==> config.mk <==
export PLATFORM = sky130hd
export DESIGN_NAME = audio_mailbox_handshake
export DESIGN_NICKNAME = d
export VERILOG_FILES = /design/src/rtl/tx_fifo.v /design/src/rtl/audio_mailbox_handshake.v
export VERILOG_INCLUDE_DIRS = /design/src /design/src/rtl
export SDC_FILE = /design/constraint.sdc
export NUM_CORES = 1
export LEC_CHECK = 0
export BUFFER_PORTS_ARGS = -buffer_cell sky130_fd_sc_hd__clkbuf_2
export CORE_MARGIN = 3
export CORE_UTILIZATION = 30
export CTS_CLUSTER_SIZE = 16
export DETAILED_ROUTE_END_ITERATION = 7
export GPL_TIMING_DRIVEN = 0
export PLACE_DENSITY_LB_ADDON = 0.25
export SLEW_MARGIN = 20
export SYNTH_ARGS = -nofsm -noshare
export SYNTH_HDL_FRONTEND = slang
export SYNTH_SLANG_ARGS = --single-unit
==> constraint.sdc <==
create_clock -name mclk -period 6.55 [get_ports mclk]
set_clock_uncertainty 0.1 [all_clocks]
set_input_delay 0 -clock mclk [delete_from_list [all_inputs] [get_ports mclk]]
set_output_delay 0 -clock mclk [all_outputs]
set_load 0.01 [all_outputs]
==> src/rtl/audio_mailbox_consts.vh <==
`ifndef AUDIO_MAILBOX_CONSTS_VH
`define AUDIO_MAILBOX_CONSTS_VH
// register offsets
`define OFS_HOST_CODE      8'h50
`define OFS_DEV_CODE       8'h58
`define OFS_BACKUP         8'h61
`define OFS_CTRL           8'h70
`define OFS_MASK           8'h71
`define OFS_SERCFG         8'h72
`define OFS_STATUS         8'h75
// interrupt codes
`define CODE_CMP_REQ       8'h24
`define CODE_UNC_REQ       8'h02
`define CODE_READY         8'h05
`define CODE_DONE_A        8'hc0
`define CODE_DONE_B        8'h80
`define CODE_UNC_ACK       8'h03
`define CODE_FINISH        8'h04
// control register fields
`define CTRL_ISEL_LSB      0
`define CTRL_PASS16K_BIT   2
`define CTRL_INBAND_BIT    3
`define CTRL_RATE16K_BIT   4
`define ISEL_HOST_HOST     2'h0
`define ISEL_SERIAL_HOST   2'h1
// status register fields
`define STAT_DSP_IRQ_INDICATOR_BIT      0
`define STAT_HOST_IRQ_PENDING_BIT_BIT      1
`define STAT_BUSY_BIT      2
// reset values
`define CTRL_RESET         8'h00
`define MASK_RESET         8'h01
`define CODE_RESET         8'h00
// serial default: bit0 terminal mode, bit1 double clock, bits3:2 channels one/two, bit4 16 bit
`define SERCFG_DEFAULT     8'h17
// byte counts
`define PT_FIRST_BYTES     9'h100
`define PT_SECOND_OUTBAND  9'h040
`define PT_SECOND_INBAND   9'h050
`define UNC_BYTES_8K       9'h028
`define UNC_BYTES_16K      9'h050
`define FRAME_SAMPLES_8K   8'h50
`define FRAME_SAMPLES_16K  8'ha0
`define UNC_PACKETS        3'h4
// timing
`define MCLK_KHZ           40000
`define INIT_TIME_MS       10
`define INIT_CYCLES        (`INIT_TIME_MS * `MCLK_KHZ)
`endif

==> src/rtl/tx_fifo.v <==
`default_nettype none
module tx_fifo #(
    parameter WIDTH = 8,
    parameter DEPTH = 8,
    parameter AW    = 3
) (
    input  wire             clk,
    input  wire             rst,
    input  wire [WIDTH-1:0] inData,
    input  wire             inValid,
    output wire             inReady,
    output wire [WIDTH-1:0] outData,
    output wire             outValid,
    input  wire             outReady
);
    reg [WIDTH-1:0] mem [0:DEPTH-1];
    reg [AW-1:0]    wrPtr_q;
    reg [AW-1:0]    rdPtr_q;
    reg [AW:0]      count_q;
    reg             notFull_q;
    reg             notEmpty_q;
    reg [WIDTH-1:0] head_q;
    wire            push = inValid & notFull_q;
    wire            pop  = outReady & notEmpty_q;
    wire [AW:0]     countD = count_q + {{AW{1'b0}}, push} - {{AW{1'b0}}, pop};
    wire [AW-1:0]   rdNext = rdPtr_q + {{(AW-1){1'b0}}, pop};

    assign inReady  = notFull_q;
    assign outValid = notEmpty_q;
    assign outData  = head_q;

    always @(posedge clk) begin
        if (push) begin
            mem[wrPtr_q] <= inData;
        end
    end

    // head register keeps read data off the array output
    always @(posedge clk or posedge rst) begin
        if (rst) begin
            wrPtr_q    <= {AW{1'b0}};
            rdPtr_q    <= {AW{1'b0}};
            count_q    <= {(AW+1){1'b0}};
            notFull_q  <= 1'b1;
            notEmpty_q <= 1'b0;
            head_q     <= {WIDTH{1'b0}};
        end else begin
            if (push) begin
                wrPtr_q <= wrPtr_q + {{(AW-1){1'b0}}, 1'b1};
            end
            rdPtr_q    <= rdNext;
            count_q    <= countD;
            notFull_q  <= (countD != DEPTH[AW:0]);
            notEmpty_q <= (countD != {(AW+1){1'b0}});
            if (push && (countD == {{AW{1'b0}}, 1'b1})) begin
                head_q <= inData;
            end else begin
                head_q <= mem[rdNext];
            end
        end
    end
endmodule
`default_nettype wire

==> src/rtl/audio_mailbox_handshake.v <==
// Notes on behaviour
// RULE_01 - compressed exchange once per frame; twice in 16k pass-through: 256 then 64/80
// RULE_02 - uncompressed exchange carries 2.5 ms, 20 or 40 samples, four per frame
// RULE_03 - device fills mailbox with encoded frame, msb first, before completion
// RULE_04 - completion: code c0/80 alternating into register 58 and line asserted
// RULE_05 - host reads mailbox; clearing device pending bit is optional
// RULE_06 - host writes decoder frame then code 24 into register 50
// RULE_07 - on code 24 device reads compressed data then clears host pending bit
// RULE_08 - per uncompressed exchange device writes packet then code 03 and line
// RULE_09 - code 03 acknowledges previous host request and requests current exchange
// RULE_10 - host reads packet, writes its packet, then code 02; device reads it
// RULE_11 - after fourth exchange device writes code 04 into register 50 with line
// RULE_12 - host may issue unlimited other requests before host-ready
// RULE_13 - host-ready code 05: device clears host pending bit, starts next frame
// RULE_14 - after setup device waits for code 05 before the first frame
// RULE_15 - status bit shows pending device interrupt regardless of mask
// RULE_16 - select 01 reloads default serial configuration within 10 ms
// RULE_17 - serial default: terminal mode, double clock, channels one/two, 16 bit
// RULE_18 - host may overwrite serial configuration after initialization
// RULE_19 - serial mode paces compressed exchange from sample rate, once or twice
// RULE_20 - serial mode copies completion code into register 61 before raising it; here 61 and 58 load in the same cycle
// RULE_21 - select 00 places both audio streams on the host port
// RULE_22 - code 24 serviced within 125 us, no separate acknowledge interrupt
// RULE_23 - mailbox touched only by the side currently owning it
`include "audio_mailbox_consts.vh"
`default_nettype none
module audio_mailbox_handshake #(
    parameter        FIFO_DEPTH  = 8,
    parameter [31:0] INIT_CYCLES = `INIT_CYCLES
) (
    input  wire       mclk,
    input  wire       rst,
    input  wire       hostWr,
    input  wire       hostRd,
    input  wire [7:0] hostAddr,
    input  wire [7:0] hostWrData,
    output wire [7:0] hostRdData,
    output wire       irqN,
    input  wire [7:0] txData,
    input  wire       txValid,
    output wire       txReady,
    input  wire [8:0] cmpLen,
    input  wire       sampleTick,
    output wire       mbWrEn,
    output wire [8:0] mbWrAddr,
    output wire [7:0] mbWrData,
    output wire       mbRdEn,
    output wire [8:0] mbRdAddr,
    input  wire [7:0] mbRdData,
    output wire [7:0] rxData,
    output wire       rxValid,
    output wire [7:0] serCfg
);
    localparam [3:0] S_IDLE  = 4'h0;
    localparam [3:0] S_CWR   = 4'h1;
    localparam [3:0] S_CIRQ  = 4'h2;
    localparam [3:0] S_CWAIT = 4'h3;
    localparam [3:0] S_CRD   = 4'h4;
    localparam [3:0] S_UWR   = 4'h5;
    localparam [3:0] S_UIRQ  = 4'h6;
    localparam [3:0] S_UWAIT = 4'h7;
    localparam [3:0] S_URD   = 4'h8;
    localparam [3:0] S_FIN   = 4'h9;
    localparam [3:0] S_RDY   = 4'ha;

    // host strobes and buses are asynchronous pins: three-stage synchronisers
    reg [17:0] pinS1_q;
    reg [17:0] pinS2_q;
    reg [17:0] pinS3_q;
    reg        wrLvl_q;
    reg        rdLvl_q;
    wire       wrAgree = (pinS2_q[17] == pinS3_q[17]);
    wire       rdAgree = (pinS2_q[16] == pinS3_q[16]);
    wire       wrEvt = wrAgree & pinS3_q[17] & ~wrLvl_q;
    wire       rdEvt = rdAgree & pinS3_q[16] & ~rdLvl_q;
    wire [7:0] regAddr = pinS3_q[15:8];
    wire [7:0] regData = pinS3_q[7:0];

    always @(posedge mclk or posedge rst) begin
        if (rst) begin
            pinS1_q <= 18'h00000;
            pinS2_q <= 18'h00000;
            pinS3_q <= 18'h00000;
            wrLvl_q <= 1'b0;
            rdLvl_q <= 1'b0;
        end else begin
            pinS1_q <= {hostWr, hostRd, hostAddr, hostWrData};
            pinS2_q <= pinS1_q;
            pinS3_q <= pinS2_q;
            if (wrAgree) begin
                wrLvl_q <= pinS3_q[17];
            end
            if (rdAgree) begin
                rdLvl_q <= pinS3_q[16];
            end
        end
    end

    reg  [3:0]  state_q;
    reg  [7:0]  ctrl_q;
    reg  [7:0]  mask_q;
    reg  [7:0]  serCfg_q;
    reg  [7:0]  hostCode_q;
    reg  [7:0]  devCode_q;
    reg  [7:0]  backup_q;
    reg         device_irq_pending_bit_q;
    reg         host_irq_pending_bit_q;
    reg         toggle_q;
    reg         run_q;
    reg  [2:0]  uncCnt_q;
    reg  [8:0]  byteCnt_q;
    reg         rdPend_q;
    reg  [31:0] initCnt_q;
    reg  [7:0]  sampCnt_q;
    reg  [7:0]  hostRdData_q;
    reg         irqN_q;
    reg         mbWrEn_q;
    reg  [8:0]  mbWrAddr_q;
    reg  [7:0]  mbWrData_q;
    reg         mbRdEn_q;
    reg  [8:0]  mbRdAddr_q;
    reg  [7:0]  rxData_q;
    reg         rxValid_q;

    wire [1:0]  isel    = ctrl_q[`CTRL_ISEL_LSB+1:`CTRL_ISEL_LSB];
    wire        pass16k = ctrl_q[`CTRL_PASS16K_BIT];
    wire        inband  = ctrl_q[`CTRL_INBAND_BIT];
    wire        rate16k = ctrl_q[`CTRL_RATE16K_BIT];
    wire        hostHost = (isel == `ISEL_HOST_HOST);
    wire        serHost  = (isel == `ISEL_SERIAL_HOST);
    wire        initBusy = (initCnt_q != 32'h00000000);

    // byte count of the current run
    reg  [8:0]  runLen;
    always @* begin
        if (state_q == S_UWR || state_q == S_URD) begin
            runLen = rate16k ? `UNC_BYTES_16K : `UNC_BYTES_8K;                 // [RULE_02]
        end else if (pass16k) begin
            if (!run_q) begin
                runLen = `PT_FIRST_BYTES;                                       // [RULE_01]
            end else begin
                runLen = inband ? `PT_SECOND_INBAND : `PT_SECOND_OUTBAND;      // [RULE_01]
            end
        end else begin
            runLen = cmpLen;
        end
    end

    wire        wrPhase  = (state_q == S_CWR) || (state_q == S_UWR);
    wire        rdPhase  = (state_q == S_CRD) || (state_q == S_URD);
    wire        wrMore   = wrPhase && (byteCnt_q != runLen);
    wire [7:0]  fifoData;
    wire        fifoValid;
    // mailbox is written only while the device owns it
    wire        fifoPop  = wrMore && fifoValid;                                // [RULE_23]
    wire        wrDone   = wrPhase && (byteCnt_q == runLen);
    wire        rdIssue  = rdPhase && (byteCnt_q != runLen);
    wire        rdDone   = rdPhase && (byteCnt_q == runLen) && !rdPend_q;
    wire        hostReq  = host_irq_pending_bit_q;

    // serial mode pacing: frame starts at sample wrap, second run at half frame
    wire [7:0]  frameSamp = rate16k ? `FRAME_SAMPLES_16K : `FRAME_SAMPLES_8K;
    wire        frameWrap = sampleTick && (sampCnt_q == frameSamp - 8'h01);
    wire        halfMark  = sampleTick && (sampCnt_q == {1'b0, frameSamp[7:1]} - 8'h01);

    tx_fifo #(
        .WIDTH (8),
        .DEPTH (FIFO_DEPTH),
        .AW    (3)
    ) uFifo (
        .clk      (mclk),
        .rst      (rst),
        .inData   (txData),
        .inValid  (txValid),
        .inReady  (txReady),
        .outData  (fifoData),
        .outValid (fifoValid),
        .outReady (fifoPop)
    );

    always @(posedge mclk or posedge rst) begin
        if (rst) begin
            state_q    <= S_IDLE;
            ctrl_q     <= `CTRL_RESET;
            mask_q     <= `MASK_RESET;
            serCfg_q   <= `SERCFG_DEFAULT;
            hostCode_q <= `CODE_RESET;
            devCode_q  <= `CODE_RESET;
            backup_q   <= `CODE_RESET;
            device_irq_pending_bit_q     <= 1'b0;
            host_irq_pending_bit_q     <= 1'b0;
            toggle_q   <= 1'b0;
            run_q      <= 1'b0;
            uncCnt_q   <= 3'h0;
            byteCnt_q  <= 9'h000;
            rdPend_q   <= 1'b0;
            initCnt_q  <= 32'h00000000;
            sampCnt_q  <= 8'h00;
            mbWrEn_q   <= 1'b0;
            mbWrAddr_q <= 9'h000;
            mbWrData_q <= 8'h00;
            mbRdEn_q   <= 1'b0;
            mbRdAddr_q <= 9'h000;
            rxData_q   <= 8'h00;
            rxValid_q  <= 1'b0;
        end else begin
            mbWrEn_q  <= fifoPop;
            mbRdEn_q  <= rdIssue;
            rdPend_q  <= rdIssue;
            rxValid_q <= rdPend_q;
            if (fifoPop) begin
                mbWrData_q <= fifoData;                                        // [RULE_03]
                mbWrAddr_q <= byteCnt_q;
                byteCnt_q  <= byteCnt_q + 9'h001;
            end
            if (rdIssue) begin
                mbRdAddr_q <= byteCnt_q;
                byteCnt_q  <= byteCnt_q + 9'h001;
            end
            if (rdPend_q) begin
                rxData_q <= mbRdData;
            end
            if (initBusy) begin
                initCnt_q <= initCnt_q - 32'h00000001;
            end
            if (sampleTick) begin
                sampCnt_q <= frameWrap ? 8'h00 : sampCnt_q + 8'h01;           // [RULE_19]
            end

            case (state_q)
                S_IDLE: begin
                    byteCnt_q <= 9'h000;
                    if (hostHost) begin
                        state_q <= S_RDY;                                      // [RULE_14] [RULE_21]
                    end else if (serHost && !initBusy && (frameWrap || (pass16k && halfMark))) begin
                        run_q   <= halfMark;                                   // [RULE_19]
                        state_q <= S_CWR;
                    end
                end
                S_CWR: begin
                    if (wrDone) begin
                        state_q <= S_CIRQ;                                     // [RULE_03]
                    end
                end
                S_CIRQ: begin
                    // backup goes out in the same cycle as the code, one cycle ahead of the line, so a slow host can spot a miss
                    if (serHost) begin
                        backup_q <= toggle_q ? `CODE_DONE_B : `CODE_DONE_A;   // [RULE_20]
                    end
                    state_q <= S_CWAIT;
                end
                S_CWAIT: begin
                    byteCnt_q <= 9'h000;
                    if (hostReq && hostCode_q == `CODE_CMP_REQ) begin
                        state_q <= S_CRD;                                      // [RULE_07]
                    end
                end
                S_CRD: begin
                    if (rdDone) begin
                        byteCnt_q <= 9'h000;
                        // no acknowledge interrupt: the cleared pending bit is the answer
                        uncCnt_q  <= 3'h0;                                     // [RULE_22]
                        if (serHost) begin
                            state_q <= S_IDLE;
                        end else if (pass16k && !run_q) begin
                            run_q   <= 1'b1;                                   // [RULE_01]
                            state_q <= S_CWR;
                        end else begin
                            run_q   <= 1'b0;
                            state_q <= S_UWR;
                        end
                    end
                end
                S_UWR: begin
                    if (wrDone) begin
                        state_q <= S_UIRQ;                                     // [RULE_08]
                    end
                end
                S_UIRQ: begin
                    state_q <= S_UWAIT;                                        // [RULE_09]
                end
                S_UWAIT: begin
                    byteCnt_q <= 9'h000;
                    if (hostReq && hostCode_q == `CODE_UNC_REQ) begin
                        state_q <= S_URD;                                      // [RULE_10]
                    end
                end
                S_URD: begin
                    if (rdDone) begin
                        byteCnt_q <= 9'h000;
                        uncCnt_q  <= uncCnt_q + 3'h1;
                        if (uncCnt_q == `UNC_PACKETS - 3'h1) begin
                            state_q <= S_FIN;                                  // [RULE_02]
                        end else begin
                            state_q <= S_UWR;
                        end
                    end
                end
                S_FIN: begin
                    state_q <= S_RDY;                                          // [RULE_11]
                end
                S_RDY: begin
                    // other host requests may come and go here without limit
                    if (!hostHost) begin
                        state_q <= S_IDLE;                                     // [RULE_12]
                    end else if (hostReq && hostCode_q == `CODE_READY) begin
                        byteCnt_q <= 9'h000;
                        state_q   <= S_CWR;                                    // [RULE_13] [RULE_14]
                    end
                end
                default: begin
                    state_q <= S_IDLE;
                end
            endcase

            // device-side register effects
            if (state_q == S_CRD && rdDone) begin
                host_irq_pending_bit_q <= 1'b0;                                                // [RULE_07]
            end
            if (state_q == S_URD && rdDone) begin
                host_irq_pending_bit_q <= 1'b0;
            end
            if (state_q == S_RDY && hostHost && hostReq && hostCode_q == `CODE_READY) begin
                host_irq_pending_bit_q <= 1'b0;                                                // [RULE_13]
            end
            if (state_q == S_FIN) begin
                hostCode_q <= `CODE_FINISH;                                    // [RULE_11]
            end

            // host writes; a host set of the pending bit wins over the device clear
            if (wrEvt) begin
                case (regAddr)
                    `OFS_HOST_CODE: begin
                        hostCode_q <= regData;                                 // [RULE_06]
                        host_irq_pending_bit_q     <= 1'b1;
                    end
                    `OFS_STATUS: begin
                        if (regData[`STAT_DSP_IRQ_INDICATOR_BIT]) begin
                            device_irq_pending_bit_q <= 1'b0;                                    // [RULE_05]
                        end
                    end
                    `OFS_CTRL: begin
                        ctrl_q <= regData;
                        if (regData[1:0] == `ISEL_SERIAL_HOST && isel != `ISEL_SERIAL_HOST) begin
                            serCfg_q  <= `SERCFG_DEFAULT;                      // [RULE_16] [RULE_17]
                            initCnt_q <= INIT_CYCLES;                          // [RULE_16]
                            sampCnt_q <= 8'h00;
                        end
                    end
                    `OFS_MASK: begin
                        mask_q <= regData;
                    end
                    `OFS_SERCFG: begin
                        if (!initBusy) begin
                            serCfg_q <= regData;                               // [RULE_18]
                        end
                    end
                    default: begin
                        mask_q <= mask_q;
                    end
                endcase
            end

            // device raises after the host clear so its set always wins
            if (state_q == S_CIRQ) begin
                devCode_q <= toggle_q ? `CODE_DONE_B : `CODE_DONE_A;          // [RULE_04]
                toggle_q  <= ~toggle_q;                                        // [RULE_04]
                device_irq_pending_bit_q    <= 1'b1;
            end
            if (state_q == S_UIRQ) begin
                devCode_q <= `CODE_UNC_ACK;                                    // [RULE_08] [RULE_09]
                device_irq_pending_bit_q    <= 1'b1;
            end
            if (state_q == S_FIN) begin
                device_irq_pending_bit_q <= 1'b1;                                                // [RULE_11]
            end
        end
    end

    // read path and interrupt line, both registered
    always @(posedge mclk or posedge rst) begin
        if (rst) begin
            hostRdData_q <= 8'h00;
            irqN_q       <= 1'b1;
        end else begin
            irqN_q <= ~(device_irq_pending_bit_q & mask_q[0]);                                   // [RULE_15]
            if (rdEvt) begin
                case (regAddr)
                    `OFS_HOST_CODE: hostRdData_q <= hostCode_q;
                    `OFS_DEV_CODE:  hostRdData_q <= devCode_q;
                    `OFS_BACKUP:    hostRdData_q <= backup_q;
                    `OFS_CTRL:      hostRdData_q <= ctrl_q;
                    `OFS_MASK:      hostRdData_q <= mask_q;
                    `OFS_SERCFG:    hostRdData_q <= serCfg_q;
                    `OFS_STATUS:    hostRdData_q <= {5'h00, initBusy, host_irq_pending_bit_q, device_irq_pending_bit_q}; // [RULE_15]
                    default:        hostRdData_q <= 8'h00;
                endcase
            end
        end
    end

    assign hostRdData = hostRdData_q;
    assign irqN       = irqN_q;
    assign mbWrEn     = mbWrEn_q;
    assign mbWrAddr   = mbWrAddr_q;
    assign mbWrData   = mbWrData_q;
    assign mbRdEn     = mbRdEn_q;
    assign mbRdAddr   = mbRdAddr_q;
    assign rxData     = rxData_q;
    assign rxValid    = rxValid_q;
    assign serCfg     = serCfg_q;
endmodule
`default_nettype wire

==> qor.csv <==
stage,metric,value,unit
route,wl,26800,µm
clock_network,cts_tree,yes,
final_layout,seqCellArea,7410,µm²
sta,period_minus_slack,5.49,ns
synth,postSynthNetCount,993,
final_layout,fillers,3718,
clock_network,cts_sinks,283,
final_layout,n_antenna_cell,0,
route,viasPerCell,4.67,
route,wl_per_cell,16.1,µm
final_layout,final_core_util,38.4,%
power_and_ir_drop,p_per_area,399,nW/µm²
power_and_ir_drop,vdd_drop_max,0.250,mV
die,initial_core_util,30.8,%
synth,ys.flop_type,dfrtp_1,
route,drtPass1Iterations,5,
final_layout,drive_gt1_share,22.8,%
placed_design,preCtsSetupSlack,0.954,ns
synth,syn_inst,930,
synth,yosys-top-cells-area,"dfrtp_1 (45%), edfxtp_1 (16%), mux2_2 (5.5%)",
final_layout,syn_to_final_growth,24.7,%
sta,fmax,0.182,GHz
grt,grt_pass1_wl,44400,µm
sta,tightest_slew,0.900,ns
clock_network,clock_path_buffers,3,
synth,synth_common_cells,"dfrtp_1 (212), nand2_1 (92), nor2_1 (73), edfxtp_1 (64), mux2_2 (58)",
clock_network,cts_resized,0,
worst_setup_path,worstSetupPathType,reg2reg,
worst_setup_path,cp-start-kind,register,
clock_network,cts_buffers,34,
worst_setup_path,crit_family,simple AND/OR/NAND/NOR gates,
die,die_y,204,µm
sta,slew_violations,0,
hold_path,min_path_type,in2reg,
power_and_ir_drop,finalPower,5860,µW
worst_setup_path,critPathBufInv,6,
placed_design,placement.cell_area,13000,µm²
power_and_ir_drop,leakage,0.00617,µW
route,ant_nets,0,
worst_setup_path,path_cells,buf_2 > nor3_1 > or3_1 > a2111oi_0 > o221ai_2 > nor2_1 > or3_1 > buf_2 > inv_1 > ha_1 > inv_1 > ha_1 > inv_1 > fa_1 > xnor2_1 > nand2b_1 > nor3_1 > clkbuf_1 > o21ai_0,
grt,antenna_found_initial,0,
worst_setup_path,slowest_delay,0.61,ns
synth,netlist_area,11800,µm²
sta,hold_viol,0,
synth,synth_area_leader_cell,dfrtp_1,
worst_setup_path,crit-reg2reg-launch,byteCnt_q[1],
final_layout,stdcell_area,14700,µm²
synth,synthDistinctLibCells,65,
worst_setup_path,crit_slowest_cell,nor3_1,
hold_path,whs_path_depth,3,
die,num_rows,71,
grt,grt.total_usage,13.4,%
synth,ys_seq_area_share,62.9,%
clock_network,clk_latency,0.53,ns
worst_setup_path,reg2reg_slack,1.06,ns
route,vias,7762,
worst_setup_path,worst_ep_required_time,6.84,ns
route,drc_errors,0,
worst_setup_path,arrival,5.78,ns
worst_setup_path,timing.rr.end,uFifo.outData[6],
route,drt_iter0_drc,430,
synth,ys.warnings.count,0,
clock_network,cts_root_buffer,clkbuf_16,
sta,finalWorstSetupSlack,1.06,ns
grt,grt_max_degree,96,
synth,synth_top_area_share,45.0,%
synth,async_reset_ff_share,77.4,%
synth,synth_seq_cells,283,
die,ios,102,
hold_path,hp-start,mbRdData[0],
placed_design,hpwl,18100,µm
grt,grt_pass1_vias,8074,
worst_setup_path,worstSetupEndpointType,register,
sta,fin_hold_ws,0.151,ns
clock_network,htreeDepth,2,
sta,setup_violations,0,
worst_setup_path,ff2ff_path_depth,19,
placed_design,port_buffers,100,
sta,max-slew-margin-rel,40.0,%
die,die-area,41700,µm²
grt,overflow,0,
final_layout,multi_input_comb_area,4140,µm²
sta,rsz0062_at_grt,false,
final_layout,nNetsFinal,1188,
run_status,status,"complete, no violations",
die,core-area,38200,µm²
job,drv_cap,0,
placed_design,place_congestion,0.784,
synth,synthMostInstantiatedCell,dfrtp_1,
worst_setup_path,cp_common_cell,inv_1,
synth,synth_edf_count,64,
worst_setup_path,path_max_fanout,10,
die,die_x,204,µm
sta,min_period_over_period,83.9,%
hold_path,min_to,rxData[0],
synth,avgSynthCellArea,12.7,µm²
clock_network,clkTransAtPathRegs,0.06,ns
-- routing by layer --
metal	global-route usage, %	part of all wire [%]	vias up
li1	-	-	3730
met1	18.1	46	3822
met2	21.4	47	163
met3	2.55	4.5	47
met4	5.28	2.7	0
met5	0	0	-
-- area by class of cell --
type	instances	area share, %
Buffer	42	1.14
Timing Repair Buffer	159	7.63
Inverter	25	0.690
Multi-Input combinational cell	580	28.2
Clock buffer	51	6.78
Clock inverter	11	0.733
Sequential cell	283	50.5
Tap cell	511	4.35
-- stage by stage --
stage	TNS, ns	instances
2_1_floorplan	0	930
3_3_place_gp	-506.59	1541
3_5_place_dp	0	1544
4_1_cts	0	1662
5_1_grt	0	1662
6_report	0	1662
-- sequential cells by signal (all words and copies together) (netlist names), 9 cells and up --
name / flops
byteCnt_q: 9
initCnt_q: 32
mbRdAddr: 9
mbWrAddr: 9
pinS1_q: 18
pinS2_q: 18
pinS3_q: 18
uFifo.mem: 64
-- worst min-delay path, delay by kind of cell --
family / cells / cell delay, ns
buffers and inverters: 2 / 0.61
multiplexers: 1 / 0.13
-- worst max-delay path by stage --
stage | from | endpoint | slack, ns | cells past startpoint
2_1_floorplan | rst | backup_q[6] | 0.47 | 1
3_3_place_gp | rst | mbRdAddr[3] | -2.42 | 2
3_5_place_dp | byteCnt_q[1] | uFifo.outData[6] | 0.95 | 19
4_1_cts | byteCnt_q[1] | uFifo.outData[6] | 0.93 | 19
5_1_grt | byteCnt_q[1] | uFifo.outData[3] | 0.51 | 20
6_report | byteCnt_q[1] | uFifo.outData[6] | 1.06 | 19
-- power by group --
part | internal, µW | switching [µW] | leakage, µW | total, µW
clock network | 1100 | 740 | 0.000538 | 1840
logic | 735 | 867 | 0.00233 | 1600
registers | 2180 | 236 | 0.00330 | 2410
-- cell usage in the layout (no fill, tap or decap), drive strengths merged, types with 4 or more instances in the layout --
| cell type | n |
|---|---|
| dfrtp | 212 |
| clkbuf | 178 |
| nand2 | 92 |
| nor2 | 74 |
| edfxtp | 64 |
| mux2 | 59 |
| dlygate4sd3 | 56 |
| o21ai | 51 |
| xnor2 | 32 |
| inv | 27 |
| nor3 | 26 |
| a21oi | 22 |
| nand3 | 18 |
| xor2 | 18 |
| buf | 18 |
| mux2i | 17 |
| nand2b | 16 |
| mux4 | 16 |
| or3 | 15 |
| ha | 15 |
| nor4 | 15 |
| nand4 | 7 |
| dfstp | 7 |
| clkinv | 7 |
| nor3b | 6 |
| a221oi | 5 |
| a21o | 5 |
| nor2b | 4 |
| or4 | 4 |
| and3 | 4 |
| o31ai | 4 |
| a31oi | 4 |
| o21a | 4 |
| a222oi | 4 |
-- cell families after synthesis --
logic type | synth area share (%)
AO/OA/AOI/OAI | 6.64
multiplexers | 10.1
adder cells (fa/ha/maj) | 1.76
AND/OR/NAND/NOR | 12.6
XOR/XNOR | 3.72
buffers and inverters | 2.22
flip-flops | 62.9
-- repair_timing --
item / CTS / global route
endpoints found under the hold margin: 233 / 0
hold buffers: 56 / 0
buffers inserted: 0 / 0
Note: power is estimated with default switching activity, not from simulation.
